<file path="src/logic/ldc_pkg.sv">
// Constants, field layout and carrier types of the LCD display control stage.
// Assumes an 8-bit register port with 16-bit addresses and a 32.768 kHz subclock pin.
package ldc_pkg;

    // Register and LCD RAM addresses
    localparam logic [15:0] LDC_ADDR_CTRL     = 16'hffa1;
    localparam logic [15:0] LDC_ADDR_RAM_LO   = 16'hf370;
    localparam logic [15:0] LDC_ADDR_RAM_HI   = 16'hf37f;
    localparam int          LDC_RAM_WORDS     = 16;
    localparam int          LDC_RAM_AW        = 4;

    // Control register field positions
    localparam int          LDC_BIT_POWER_SW  = 6;
    localparam int          LDC_BIT_ACTIVATE  = 5;
    localparam int          LDC_BIT_DATA_SEL  = 4;
    localparam int          LDC_BIT_CLK_SEL3  = 3;
    localparam int          LDC_BIT_CLK_SEL2  = 2;
    localparam int          LDC_BIT_CLK_SEL1  = 1;
    localparam int          LDC_BIT_CLK_SEL0  = 0;
    localparam logic [7:0]  LDC_CTRL_RESET    = 8'h00;
    localparam logic [7:0]  LDC_CTRL_WMASK    = 8'h7f;

    // Frame timing: operating-clock ticks per frame and per common phase
    localparam int          LDC_COMMONS       = 4;
    localparam int          LDC_SEGMENTS      = 32;
    localparam int          LDC_FRAME_BITS    = 8;
    localparam logic [7:0]  LDC_FRAME_TICKS_M1 = 8'hff;
    localparam int          LDC_PRESCALE_BITS = 7;

    // Subclock rate and system clock rate, for reference counts
    localparam int          LDC_SUBCLK_HZ     = 32768;
    localparam int          LDC_CLK_HZ        = 40000000;
    localparam int          LDC_FRAME_HZ      = 64;

    typedef struct packed {
        logic       reserved;
        logic       drive_power_switch;
        logic       controller_activate;
        logic       display_data_select;
        logic [3:0] frame_clock_select;
    } ldc_ctrl_t;

    typedef struct packed {
        logic [LDC_COMMONS-1:0]  com;
        logic [LDC_SEGMENTS-1:0] seg;
    } ldc_drive_t;

endpackage

</file>
<file path="src/logic/ldc_display_control.sv">
// Control stage of an LCD controller/driver: control register, LCD RAM,
// subclock-derived frame timing and common/segment scan outputs.
// Assumes the subclock arrives on a pin asynchronous to clk and that standby
// comes from chip logic on clk.
//
// Overview of operation
// (RULE1) Drive power switch bit one enables LCD drive power, zero disables it.
// (RULE2) Drive power forced off while activate bit is zero or chip is in standby.
// (RULE3) Activate bit 5 runs the controller; zero halts all controller operation.
// (RULE4) Halting keeps every register and RAM content for later resumption; here the prescaler and frame counter clear to zero on halt.
// (RULE5) Display select bit 4: one shows LCD RAM, zero shows blank segments.
// (RULE6) Frame clock select 0-01 gives subclock/2 and 64 Hz frame rate.
// (RULE7) LCD RAM writes appear on the display automatically while display is on.
// (RULE8) Frame timing divides the operating clock; scanning runs only while active.
`timescale 1ns/10ps
`default_nettype none

module ldc_display_control
    import ldc_pkg::*;
(
    // Clock and reset
    input  wire logic             clk,
    input  wire logic             rst_n,
    // Register port
    input  wire logic [15:0]      reg_addr,
    input  wire logic [7:0]       reg_wdata,
    input  wire logic             reg_wr,
    input  wire logic             reg_rd,
    output logic      [7:0]       reg_rdata,
    // Chip state and subclock pin
    input  wire logic             standby,
    input  wire logic             subclk_pin,
    // Panel side
    output logic                  drive_power_on,
    output logic                  controller_running,
    output logic                  frame_start,
    output var ldc_drive_t        panel
);

    // Scan counters restart from zero on every halt, so the first frame after
    // a resume is always a whole one. Register and RAM contents survive a halt.
    // The LCD RAM has no reset: software must fill it before showing it.

    // Register state
    ldc_ctrl_t                  ctrl_q;
    logic [7:0]                 ram_q [LDC_RAM_WORDS];
    logic [7:0]                 rdata_q;

    // Subclock capture
    logic [2:0]                 sub_sync_q;
    logic                       sub_agree;
    logic                       sub_level_q;
    logic                       sub_edge;

    // Timing chain
    logic [LDC_PRESCALE_BITS-1:0] presc_q;
    logic [LDC_FRAME_BITS-1:0]  frame_cnt_q;
    logic                       op_tick;
    logic [LDC_PRESCALE_BITS-1:0] presc_limit;
    logic [1:0]                 phase;

    // Outputs held in flip-flops
    logic                       power_q;
    logic                       power_d;
    logic                       frame_start_q;
    logic                       frame_start_d;
    ldc_drive_t                 panel_q;
    ldc_drive_t                 panel_d;
    logic [LDC_COMMONS-1:0]     com_d;
    logic [LDC_SEGMENTS-1:0]    seg_d;

    // Next values of the register state
    ldc_ctrl_t                  ctrl_d;
    logic [7:0]                 rdata_d;
    logic [LDC_PRESCALE_BITS-1:0] presc_d;
    logic [LDC_FRAME_BITS-1:0]  frame_cnt_d;
    logic                       frame_wrap;

    // Access decode
    logic                       ctrl_sel;
    logic                       ram_sel;
    logic                       ctrl_wr;
    logic                       ctrl_rd;
    logic                       ram_wr;
    logic                       ram_rd;
    logic [LDC_RAM_AW-1:0]      ram_idx;
    logic                       active;

    // True when the address falls inside the LCD RAM window
    function automatic logic in_ram(input logic [15:0] a);
        in_ram = (a >= LDC_ADDR_RAM_LO) && (a <= LDC_ADDR_RAM_HI);
    endfunction

    // Operating clock divisor, as subclock edges per tick minus one.
    // Bit 2 is ignored; 0-01 gives subclock/2. Bit 3 adds a further /16.
    function automatic logic [LDC_PRESCALE_BITS-1:0] op_div_m1(input logic [3:0] cks);
        logic [LDC_PRESCALE_BITS-1:0] one;
        one = {{(LDC_PRESCALE_BITS-1){1'b0}}, 1'b1};
        if (cks[LDC_BIT_CLK_SEL3]) begin
            op_div_m1 = (one << (cks[1:0] + 3'd4)) - one;
        end else begin
            op_div_m1 = (one << cks[1:0]) - one;
        end
    endfunction

    // RAM word index inside the LCD RAM window
    function automatic logic [LDC_RAM_AW-1:0] ram_word(input logic [15:0] a);
        ram_word = a[LDC_RAM_AW-1:0];
    endfunction

    // Segment bit for a phase: even segments low nibble, odd ones high nibble
    function automatic logic scan_bit(input logic [7:0] word, input logic odd,
                                      input logic [1:0] ph);
        scan_bit = word[{odd, ph}];
    endfunction

    // Drive power only while switched on, running and awake
    function automatic logic power_allowed(input ldc_ctrl_t c, input logic sleep);
        power_allowed = c.drive_power_switch && c.controller_activate && !sleep;
    endfunction

    assign ctrl_sel = (reg_addr == LDC_ADDR_CTRL);
    assign ram_sel  = in_ram(reg_addr);
    assign ctrl_wr  = reg_wr && ctrl_sel;
    assign ctrl_rd  = reg_rd && ctrl_sel;
    assign ram_wr   = reg_wr && ram_sel;
    assign ram_rd   = reg_rd && ram_sel;
    assign ram_idx  = ram_word(reg_addr);
    assign active   = ctrl_q.controller_activate;

    // Control register; writes only, halting never clears it
    always_comb begin
        ctrl_d = ctrl_q;
        if (ctrl_wr) begin
            ctrl_d = reg_wdata & LDC_CTRL_WMASK; // [RULE3] [RULE4] [RULE5] [RULE6]
        end
    end

    always_ff @(posedge clk or negedge rst_n) begin
        if (!rst_n) begin
            ctrl_q <= LDC_CTRL_RESET;
        end else begin
            ctrl_q <= ctrl_d;
        end
    end

    // LCD RAM, written at any time and read by the scan directly
    always_ff @(posedge clk) begin
        if (ram_wr) begin
            ram_q[ram_idx] <= reg_wdata; // [RULE7] [RULE4]
        end
    end

    // Read data, valid the cycle after the strobe only; unmapped reads give zero
    always_comb begin
        rdata_d = 8'h00;
        if (ctrl_rd) begin
            rdata_d = ctrl_q;
        end else if (ram_rd) begin
            rdata_d = ram_q[ram_idx];
        end
    end

    always_ff @(posedge clk or negedge rst_n) begin
        if (!rst_n) begin
            rdata_q <= 8'h00;
        end else begin
            rdata_q <= rdata_d;
        end
    end

    assign reg_rdata = rdata_q;

    // Subclock pin: three flops, edge counts once second and third agree
    always_ff @(posedge clk or negedge rst_n) begin
        if (!rst_n) begin
            sub_sync_q <= 3'h0;
        end else begin
            sub_sync_q <= {sub_sync_q[1:0], subclk_pin};
        end
    end

    assign sub_agree = (sub_sync_q[1] == sub_sync_q[2]);

    // Settled subclock level, moved only when the two late stages agree
    always_ff @(posedge clk or negedge rst_n) begin
        if (!rst_n) begin
            sub_level_q <= 1'b0;
        end else if (sub_agree) begin
            sub_level_q <= sub_sync_q[2];
        end
    end

    assign sub_edge = sub_agree && sub_sync_q[2] && !sub_level_q;

    assign presc_limit = op_div_m1(ctrl_q.frame_clock_select);
    assign op_tick     = active && sub_edge && (presc_q >= presc_limit); // [RULE6]

    // Prescaler from subclock edges to operating clock ticks
    always_comb begin
        presc_d = presc_q;
        if (!active) begin
            presc_d = '0; // [RULE8]
        end else if (sub_edge) begin
            if (presc_q >= presc_limit) begin
                presc_d = '0;
            end else begin
                presc_d = presc_q + 1'b1;
            end
        end
    end

    always_ff @(posedge clk or negedge rst_n) begin
        if (!rst_n) begin
            presc_q <= '0;
        end else begin
            presc_q <= presc_d;
        end
    end

    // Frame counter: 256 operating ticks per frame, 64 per common phase
    always_comb begin
        frame_cnt_d = frame_cnt_q;
        if (!active) begin
            frame_cnt_d = '0; // [RULE8] [RULE3]
        end else if (op_tick) begin
            frame_cnt_d = frame_cnt_q + 1'b1; // [RULE8]
        end
    end

    always_ff @(posedge clk or negedge rst_n) begin
        if (!rst_n) begin
            frame_cnt_q <= '0;
        end else begin
            frame_cnt_q <= frame_cnt_d;
        end
    end

    assign phase         = frame_cnt_q[LDC_FRAME_BITS-1 -: 2];
    assign frame_wrap    = (frame_cnt_q == LDC_FRAME_TICKS_M1);
    assign frame_start_d = op_tick && frame_wrap;

    always_ff @(posedge clk or negedge rst_n) begin
        if (!rst_n) begin
            frame_start_q <= 1'b0;
        end else begin
            frame_start_q <= frame_start_d;
        end
    end

    // Common drive: one-hot on the current phase while running
    always_comb begin
        com_d = '0;
        if (active) begin
            com_d[phase] = 1'b1; // [RULE8]
        end
    end

    // Segment drive: segment 2k+h takes RAM word k bit phase+4h
    always_comb begin
        seg_d = '0;
        if (active && ctrl_q.display_data_select) begin
            for (int s = 0; s < LDC_SEGMENTS; s++) begin
                seg_d[s] = scan_bit(ram_q[s / 2], s[0], phase); // [RULE5] [RULE7]
            end
        end
    end

    assign panel_d = {com_d, seg_d};

    always_ff @(posedge clk or negedge rst_n) begin
        if (!rst_n) begin
            panel_q <= '0;
        end else begin
            panel_q <= panel_d;
        end
    end

    // Drive power follows the switch unless halted or in standby.
    // Standby is taken straight from chip logic on clk, so no synchroniser.
    assign power_d = power_allowed(ctrl_q, standby); // [RULE1] [RULE2]

    always_ff @(posedge clk or negedge rst_n) begin
        if (!rst_n) begin
            power_q <= 1'b0;
        end else begin
            power_q <= power_d;
        end
    end

    assign drive_power_on     = power_q;
    assign controller_running = active;
    assign frame_start        = frame_start_q;
    assign panel              = panel_q;

endmodule // ldc_display_control

`default_nettype wire

</file>
<file path="config.mk">
export PLATFORM = sky130hd
export DESIGN_NAME = ldc_display_control
export DESIGN_NICKNAME = d
export VERILOG_FILES = /design/src/logic/ldc_pkg.sv /design/src/logic/ldc_display_control.sv
export SDC_FILE = /design/constraint.sdc
export NUM_CORES = 1
export LEC_CHECK = 0
export BUFFER_PORTS_ARGS = -buffer_cell sky130_fd_sc_hd__buf_2
export CAP_MARGIN = 10
export CORE_ASPECT_RATIO = 1.2
export CORE_UTILIZATION = 66
export CTS_BUF_LIST = sky130_fd_sc_hd__clkbuf_4 sky130_fd_sc_hd__clkbuf_8
export DETAILED_ROUTE_END_ITERATION = 16
export PLACE_DENSITY_LB_ADDON = 0.3
export SLEW_MARGIN = 20
export SYNTH_ARGS = -nofsm -noshare
export SYNTH_HDL_FRONTEND = slang
export SYNTH_SLANG_ARGS = --single-unit
</file>
<file path="constraint.sdc">
create_clock -name clk -period 7.4 [get_ports clk]
set_input_delay 0.74 -clock clk [delete_from_list [all_inputs] [get_ports clk]]
set_output_delay 0.74 -clock clk [all_outputs]
set_load 0.05 [all_outputs]
</file>
# Word-level counts from Yosys, hierarchy flattened
# Memories as Yosys holds them, arrays and structs flattened.
# Cells that the tools add are included.
# op_classes
n_eq_ne	5
n_reduce_logical	16
bitwise	0
muxes	78
n_addsub	5
div_mod_pow	0
shift	2
order_cmp	7
mul	0
# ops
operator	n
binary-select mux 1 bit (select 2 bit)	32
two-way mux 1 bit	35
two-way mux 32 bit	1
two-way mux 8 bit	4
two-way mux 7 bit	4
equality test 16 bit, second input constant	1
greater-or-equal comparator 16 bit, second input constant	1
<= comparator 16 bit, second input constant	1
logical AND 1 bit	14
subtractor 7 x 1 -> 7 bit, second input constant	2
adder 8 x 1 -> 8 bit, second input constant	1
equality test 8 bit, second input constant	1
adder 7 x 1 -> 7 bit, second input constant	1
greater-or-equal comparator 7 bit	1
<< shifter 1 x 2 -> 7 bit, first input constant	1
<< shifter 1 x 3 -> 7 bit, first input constant	1
< comparator 2 x 4 -> 1 bit, second input constant	1
< comparator 3 x 4 -> 1 bit, second input constant	1
two-way mux 4 bit	1
inequality test 2 x 1 -> 1 bit, second input constant	2
adder 2 x 3 -> 3 bit, second input constant	1
< comparator 2 x 3 -> 1 bit, second input constant	1
demux 1 bit (select 2 bit)	1
greater-or-equal comparator 2 x 1 -> 1 bit, second input constant	1
2 further kinds	3
# word_totals
romBits	0
latchBits	0
mem_bits_rw	128
wordCells	127
out_inout_bits	47
n_memories	1
reg_bits	72
# mem_list
name	words	width	read_ports	rd_ports_with_merged_regs	write_ports	line_no	source
ram_q	16	8	17	0	1	ldc_display_control.sv:46	logic [7:0] ram_q [LDC_RAM_WORDS];

# Logic depth before layout (Yosys ltp)
# Gate-level depths: netlist of the first run.
# depth
word_depth	8
mapped_depth	10
mapped_depth_nobuf	7

# Worst setup path before layout of the first run
# OpenSTA, ideal clock, no wires.
# synth_timing
kind	register to register
from	register ctrl_q[3] (netlist bit)
to	register presc_q[4]
t_required_ns	7.318
arrival_time_ns	2.411
path_stages_with_launch	11
setup_ns	0.082
path_slack_ns	4.907
path_cell_list	dfrtp_1 > clkbuf_1 > or3_1 > ha_1 > nand2b_1 > a211o_1 > a211oi_1 > buf_2 > buf_2 > nand3b_1 > a31oi_1
# synth_between
elab_chain_cells	5
# synth_rtl
item	line_no	source
start, declared	ldc_display_control.sv:45	ldc_ctrl_t ctrl_q;
start signal, assigned	ldc_display_control.sv:143	ctrl_q <= ctrl_d;
two-way mux 7 bit	ldc_display_control.sv:99	if (cks[LDC_BIT_CLK_SEL3]) begin
greater-or-equal comparator 7 bit	ldc_display_control.sv:205	if (presc_q >= presc_limit) begin
two-way mux 7 bit	ldc_display_control.sv:205	
two-way mux 7 bit	ldc_display_control.sv:204	end else if (sub_edge) begin
two-way mux 7 bit	ldc_display_control.sv:202	if (!active) begin
end signal, assigned	ldc_display_control.sv:217	presc_q <= presc_d;
end, declared	ldc_display_control.sv:56	logic [LDC_PRESCALE_BITS-1:0] presc_q;
# No other way between the ends. The select of a mux whose other input is x is not followed.
# A chain may end at the register's enable or synchronous reset.

# Worst setup path in the final report of the first run
# layout_timing
from	input port reg_addr[7]
to	memory ram_q[15][7], enable pin
# layout_between
elab_chain_cells	5
elab_cells_between_ends	6
classes_between	order compare: 2; mux: 2; reduce/logical: 2
# layout_rtl
item	line_no	source
start, declared	ldc_display_control.sv:25	input wire logic [15:0] reg_addr,
greater-or-equal comparator 16 bit / <= comparator 16 bit (equally long branches)	ldc_display_control.sv:91	in_ram = (a >= LDC_ADDR_RAM_LO) && (a <= LDC_ADDR_RAM_HI);
logical AND 1 bit (*)	ldc_display_control.sv:91	
logical AND 1 bit (*)	ldc_display_control.sv:126	assign ram_wr = reg_wr && ram_sel;
two-way mux 1 bit (*)	ldc_display_control.sv:149	if (ram_wr) begin
two-way mux 1 bit (not written as such) (*)	ldc_display_control.sv:150	ram_q[ram_idx] <= reg_wdata;
end, declared	ldc_display_control.sv:46	
# Mark *: on every way between the ends. The rest lies on a longest branch, timed or not.

==> impl_metrics.py, run 1 <==
metrics = {
    "clock_network": {
        "insertion_delay_ps": 460,
        "cts_tree": "done",
        "post_cts_resized": 0,
        "cts.reportedPaths.clkPinSlew_ps": 100,
        "clockBufferDepth": 2,
        "cts_root_buf": "clkbuf_8",
        "cts_buffers": 17,
        "ctsHoldBuffers": 0,
        "htreeDepth": 4,
        "post_cts_buffers": 0,
        "clock-sinks": 200,
    },
    "worst_setup_path": {
        "cp_data_required_time_ps": 7490,
        "reg2reg_slack_ps": 4910,
        "reg2regPathDepth": 8,
        "critPathLaunchType": "primary input",
        "r2r_start": "ctrl_q[3]",
        "critPathKind": "in2reg",
        "cp.arrival_ps": 2610,
        "crit_fanout": 8,
        "rr_endpoint": "frame_cnt_q[6]",
        "end_kind": "flop",
    },
    "pwr": {
        "powerDensity_mw_per_mm2": 203,
        "p_leak_nw": 3.70,
        "ir_drop_mv": 0.111,
    },
    "sta": {
        "relSlewSlack_pct": 26.6,
        "drv_slew": 0,
        "hold_ws_ps": 357,
        "fmax_mhz": 397,
        "worst_slew_pin_slew_ps": 1100,
        "hold_viol_final": 0,
        "tns_ps": 0,
        "finClkSkew_ps": 12.4,
        "setup_viol": 0,
        "fin_crit_sh_pct": 34.0,
        "rsz0062_at_grt": "no",
        "post-route-min-period_ps": 2520,
    },
    "route": {
        "m1WireLength_um": 7180,
        "drc": 0,
        "vias_per_cell": 6.85,
        "avgRoutedWirePerCell_um": 25.5,
        "met3_length_um": 1640,
        "num_vias": 5172,
        "ant_nets": 0,
        "drt_pre_antenna_iters": 5,
        "dr_wl_met2_um": 9870,
        "dr.max_layer_used": "met4",
        "wirelength_um": 19200,
        "drt_iter0_markers": 636,
    },
    "placed_design": {
        "hpwlAfterDp_um": 12800,
        "gp_congestion": 0.841,
        "io_buffers": 76,
    },
    "global_routing": {
        "antenna_found_initial": 0,
        "grt_pass1_vias": 5183,
        "track_usage_pct": 30.7,
        "grt_pass1_wl_um": 29800,
        "grt_remaining_overflow": 0,
        "grt_max_degree": 73,
    },
    "job": {
        "max-cap-violations": 0,
    },
    "yosys": {
        "postSynthAreaPerCell_um2": 17.0,
        "synth_top_area_cell": "edfxtp_1",
        "ys_types": 41,
        "ys.flop_type": "edfxtp_1",
        "yosysWarnings": 0,
        "seq_area_frac_synth_pct": 65.0,
        "synth_edf_count": 128,
        "async_flop_share_pct": 36.0,
        "synth_area_mm2": 0.00868,
        "ys_seq_elements": 200,
        "synth_nets": 552,
        "synth_top_cell_area_share_pct": 44.3,
        "syn-instance-count": 512,
        "synthTopCellsByArea": "edfxtp_1 (44%), dfrtp_1 (21%), mux4_2 (17%)",
    },
    "layout": {
        "antenna_cells": 0,
        "syn_to_final_growth_pct": 9.68,
        "drive_above_1_share_pct": 33.3,
        "layout.nets": 618,
        "fillCellCount": 773,
    },
    "floorplan": {
        "fp.dieArea_mm2": 0.0136,
        "die_w_um": 107,
        "initial_core_util_pct": 68.2,
        "row_count": 45,
        "coreArea_mm2": 0.0127,
        "io_pins": 77,
        "die_h_um": 128,
    },
    "hold_path": {
        "worstHoldEndpoint": "sub_sync_q[1]",
        "whs_path_depth": 0,
        "hold_path.class": "reg2reg",
        "min_from": "sub_sync_q[0]",
    },
    "status": {
        "outcome": "finished clean",
    },
}
## sequential cells by signal (all words and copies together) (netlist names), 3 cells and up
name and count:
ctrl_q 6, frame_cnt_q 8, presc_q 7, panel 36, reg_rdata 8, ram_q 128
sub_sync_q 3
## power breakdown
| group | internal (mW) | leakage [nW] | total (mW) | switching, mW |
|---|---|---|---|---|
| Combinational | 0.0293 | 1.38 | 0.0803 | 0.0510 |
| Clock | 0.278 | 0.181 | 0.657 | 0.379 |
| Sequential | 1.19 | 2.15 | 1.19 | 0.000976 |
## synthesized netlist by cell type (all sizes together) (7+ instances only)
| library cell | instances |
|---|---|
| edfxtp | 128 |
| dfrtp | 72 |
| mux4 | 64 |
| and3 | 36 |
| nor2 | 34 |
| clkbuf | 20 |
| mux2 | 15 |
| buf | 14 |
| nand2 | 11 |
| ha | 10 |
| o21ai | 10 |
| or3 | 10 |
| a21oi | 9 |
| a31oi | 9 |
| nand3 | 9 |
| mux2i | 8 |
| a221o | 7 |
| nand3b | 7 |
## cells by family after synthesis
logic type / count (synthesis) / share of synthesized area (%)
AND/OR/NAND/NOR: 133 / 8.67
adder cells (fa/ha/maj): 10 / 1.44
multiplexers: 87 / 19.5
AO/OA/AOI/OAI: 43 / 3.34
flip-flops: 200 / 65.0
buffers and inverters: 39 / 2.07
## how the worst max path moves through the flow
stage	startpoint	depth (start not counted)	end
after floorplan	ctrl_q[3]	10	presc_q[4]
after global placement	reg_addr[3]	5	controller_running
after detailed placement	reg_addr[7]	6	ram_q[15][5]
after CTS	reg_addr[7]	6	ram_q[15][3]
after global routing	ctrl_q[3]	8	presc_q[6]
final	reg_addr[7]	6	ram_q[15][7]
## per-layer routing
layer	GRT usage, %	up-vias
met1	42.5	2596
li1	-	2179
met5	0	-
met3	5.74	50
met2	49.5	347
met4	11.5	0
## area by class of cell
type	count	area [um2]	share of cell area [%]
clock inverters	13	121	1.27
clock buffers	19	249	2.61
inverters	5	18.8	0.197
multi-input cells	273	2860	30.1
repair buffers	81	420	4.41
flip-flops and latches	200	5650	59.3
well taps	164	205	2.15
## worst max-delay path, stage by stage
cell and delay, ps:
buf_2 110, nand4bb_1 190, or3_1 420, nor2_1 240, nand3_1 200, nor2_1 700
## placed cells by master, fill, tap and decap left out, types with 4 or more instances in the layout
cell type  instances
nor2_1            34
a21oi_1            9
inv_1              5
buf_4              6
nand3b_1           7
dfrtp_1           71
a221o_1            4
mux2_2            15
a31oi_1            9
or3_1             10
edfxtp_1         128
o21ai_0           10
mux4_2            64
buf_2             75
ha_1              10
clkbuf_8          17
nand4_1            5
nand2_1           11
mux2i_1            8
and3_1            36
nand2b_1           4
nand3_1            9
## per-stage QoR
| stage | cell area (um2) | std cells | util, % | setup slack, ps | total power [mW] |
|---|---|---|---|---|---|
| 3_5_place_dp | 9160 | 723 | 71.9 | 4440 | 1.30 |
| 2_1_floorplan | 8680 | 512 | - | 4910 | 1.26 |
| 6_report | 9530 | 755 | 74.9 | 4880 | 1.93 |
| 5_1_grt | 9530 | 755 | 74.9 | 4730 | 1.98 |
| 3_3_place_gp | 9160 | 723 | 71.9 | 4580 | 1.29 |
| 4_1_cts | 9530 | 755 | 74.9 | 4920 | 1.93 |
(Power assumes the default switching activity.)
==> run 2: changes to the inputs <==
Settings changed: CORE_UTILIZATION 66 to 56.
Clock period 7.4 ns to 2.1 ns, I/O delays scaled along.
==> run 2 against run 1 <==
- the flow now finishes with violations (setup timing)
- sequential cell count unchanged
- worst hold slack got worse by 200 ps
- global-route usage decreased by 4.0 points
- setup slack got worse by 5100 ps
- count of clock-buffer cells in the layout decreased by 2
- first-iteration DRC count decreased by 10%
- register-to-register slack got worse by 5100 ps
- largest power group unchanged
==> impl_metrics.py, run 2 (synthesis results as in run 1) <==
metrics = {
    "status": {
        "outcome": "finished with violations",
        "violations": "setup timing",
    },
    "worst_setup_path": {
        "crit_fanout": 29,
        "end_kind": "flop",
        "critPathBufInv": 1,
        "critical_path.startpoint": "ctrl_q[0]",
        "crit_path_top_delay_cell": "dfrtp_1",
        "cp.arrival_ps": 2680,
        "critPathLaunchType": "flop",
        "r2r_start": "ctrl_q[0]",
        "critPathKind": "reg2reg",
        "cp_data_required_time_ps": 2490,
        "cp_cell_sequence": "or3_1 -> ha_1 -> nand2b_4 -> a211o_1 -> a211oi_2 -> buf_12 -> nand3b_1 -> a31oi_1",
        "slowest_delay_ps": 380,
        "critPathTopFamily": "compound AO/OA/AOI/OAI gates",
    },
    "route": {
        "drc": 0,
        "m1WireLength_um": 7790,
        "vias_per_cell": 6.41,
        "num_vias": 5297,
        "dr_wl_met2_um": 9780,
        "avgRoutedWirePerCell_um": 23.8,
        "drt_pre_antenna_iters": 4,
        "dr.max_layer_used": "met5",
        "wirelength_um": 19700,
        "met3_length_um": 1550,
        "drt_iter0_markers": 571,
        "ant_nets": 0,
    },
    "placed_design": {
        "dpl_worst_slack_ps": -226,
        "place_area_mm2": 0.00950,
        "gp_congestion": 0.847,
        "io_buffers": 76,
        "hpwlAfterDp_um": 13200,
    },
    "global_routing": {
        "grt_remaining_overflow": 0,
        "grt_pass1_wl_um": 30900,
        "grt_max_degree": 40,
        "antenna_found_initial": 1,
        "track_usage_pct": 26.7,
        "grt_pass1_vias": 5450,
    },
    "floorplan": {
        "coreArea_mm2": 0.0151,
        "die_h_um": 138,
        "row_count": 49,
        "io_pins": 77,
        "die_w_um": 116,
        "initial_core_util_pct": 57.6,
        "fp.dieArea_mm2": 0.0160,
    },
    "layout": {
        "post-route-util_pct": 65.8,
        "layout_common_cells": "edfxtp_1 (128), buf_2 (75), dfrtp_1 (71), mux4_2 (64), and3_1 (36)",
        "drive_above_1_share_pct": 36.9,
        "final_area_mm2": 0.00993,
        "antenna_cells": 0,
        "largest_register_ffs": 128,
        "largest_register": "ram_q",
        "layout.nets": 650,
        "final_common_cell": "edfxtp_1",
        "syn_to_final_growth_pct": 14.3,
    },
    "hold_path": {
        "hold_path.class": "in2reg",
        "min_from": "reg_addr[2]",
    },
    "sta": {
        "finClkSkew_ps": 12.6,
        "setup_viol": 15,
        "worst_slew_pin_slew_ps": 1030,
        "drv_slew": 0,
        "fin_crit_sh_pct": 109,
        "relSlewSlack_pct": 31.1,
        "fin_ws_ps": -189,
        "post-route-min-period_ps": 2290,
        "hold_viol_final": 0,
        "rsz0062_at_grt": "yes",
        "fmax_mhz": 437,
        "tns_ps": -1610,
    },
    "clock_network": {
        "insertion_delay_ps": 470,
        "clock-sinks": 200,
        "cts.reportedPaths.clkPinSlew_ps": 110,
        "cts_root_buf": "clkbuf_8",
        "clockBufferDepth": 2,
        "post_cts_buffers": 0,
        "htreeDepth": 4,
        "cts_buffers": 17,
        "cts_tree": "done",
    },
    "pwr": {
        "powerDensity_mw_per_mm2": 700,
        "p_leak_nw": 3.90,
        "power_mw": 6.95,
        "ir_drop_mv": 0.410,
    },
    "job": {
        "max-cap-violations": 0,
    },
}
==> run 2: cell count changes in the layout (fill, tap and decap cells not counted), moves of 6 or more <==
cell	delta
buf_12	+6
o21ai_1	+7
buf_4	+23
o21ai_0	-7
==> run 2: per-layer routing <==
metal / vias up / track usage, %
li1: 2239 / -
met1: 2696 / 36.9
met2: 310 / 41.4
met3: 50 / 6.58
met4: 2 / 10.2
met5: - / 0
==> run 2: through the flow <==
step / hold WS [ps] / std cells
floorplan: -85.6 / 512
global placement: 142 / 792
CTS: 125 / 827
detailed placement: 147 / 792
finish: 154 / 827
global route: 143 / 827
==> run 2: layout make-up <==
class | count | area (um2)
fill | 1040 | 5150
clock inverter | 15 | 159
inverter | 5 | 18.8
multi-input combinational | 273 | 2870
tap | 204 | 255
sequential | 200 | 5650
timing repair buffer | 113 | 743
clock buffer | 17 | 234
==> run 2: worst paths after layout <==
kind	endpoint	slack, ps	cells past startpoint
worst max-delay path	presc_q[3]	-190	8
worst min-delay path	reg_rdata[7]	150	2
worst max register to register	presc_q[3]	-190	8
worst min register to register	sub_sync_q[1]	370	0
max in group asynchronous	panel[20]	1250	3
min in group asynchronous	panel[26]	190	2
==> run 2: where the power goes <==
group	switching (mW)	internal, mW
Clock	1.45	0.989
Combinational	0.183	0.124
Sequential	0.00345	4.20
Total	1.64	5.31
==> run 2: what timing repair did <==
| action | CTS | global route |
|---|---|---|
| pin swaps | 1 | 0 |
| hold endpoints to repair | 28 | 0 |
| setup endpoints to repair | 14 | 16 |
| gates resized for setup | 0 | 1 |
| hold buffers | 3 | 0 |
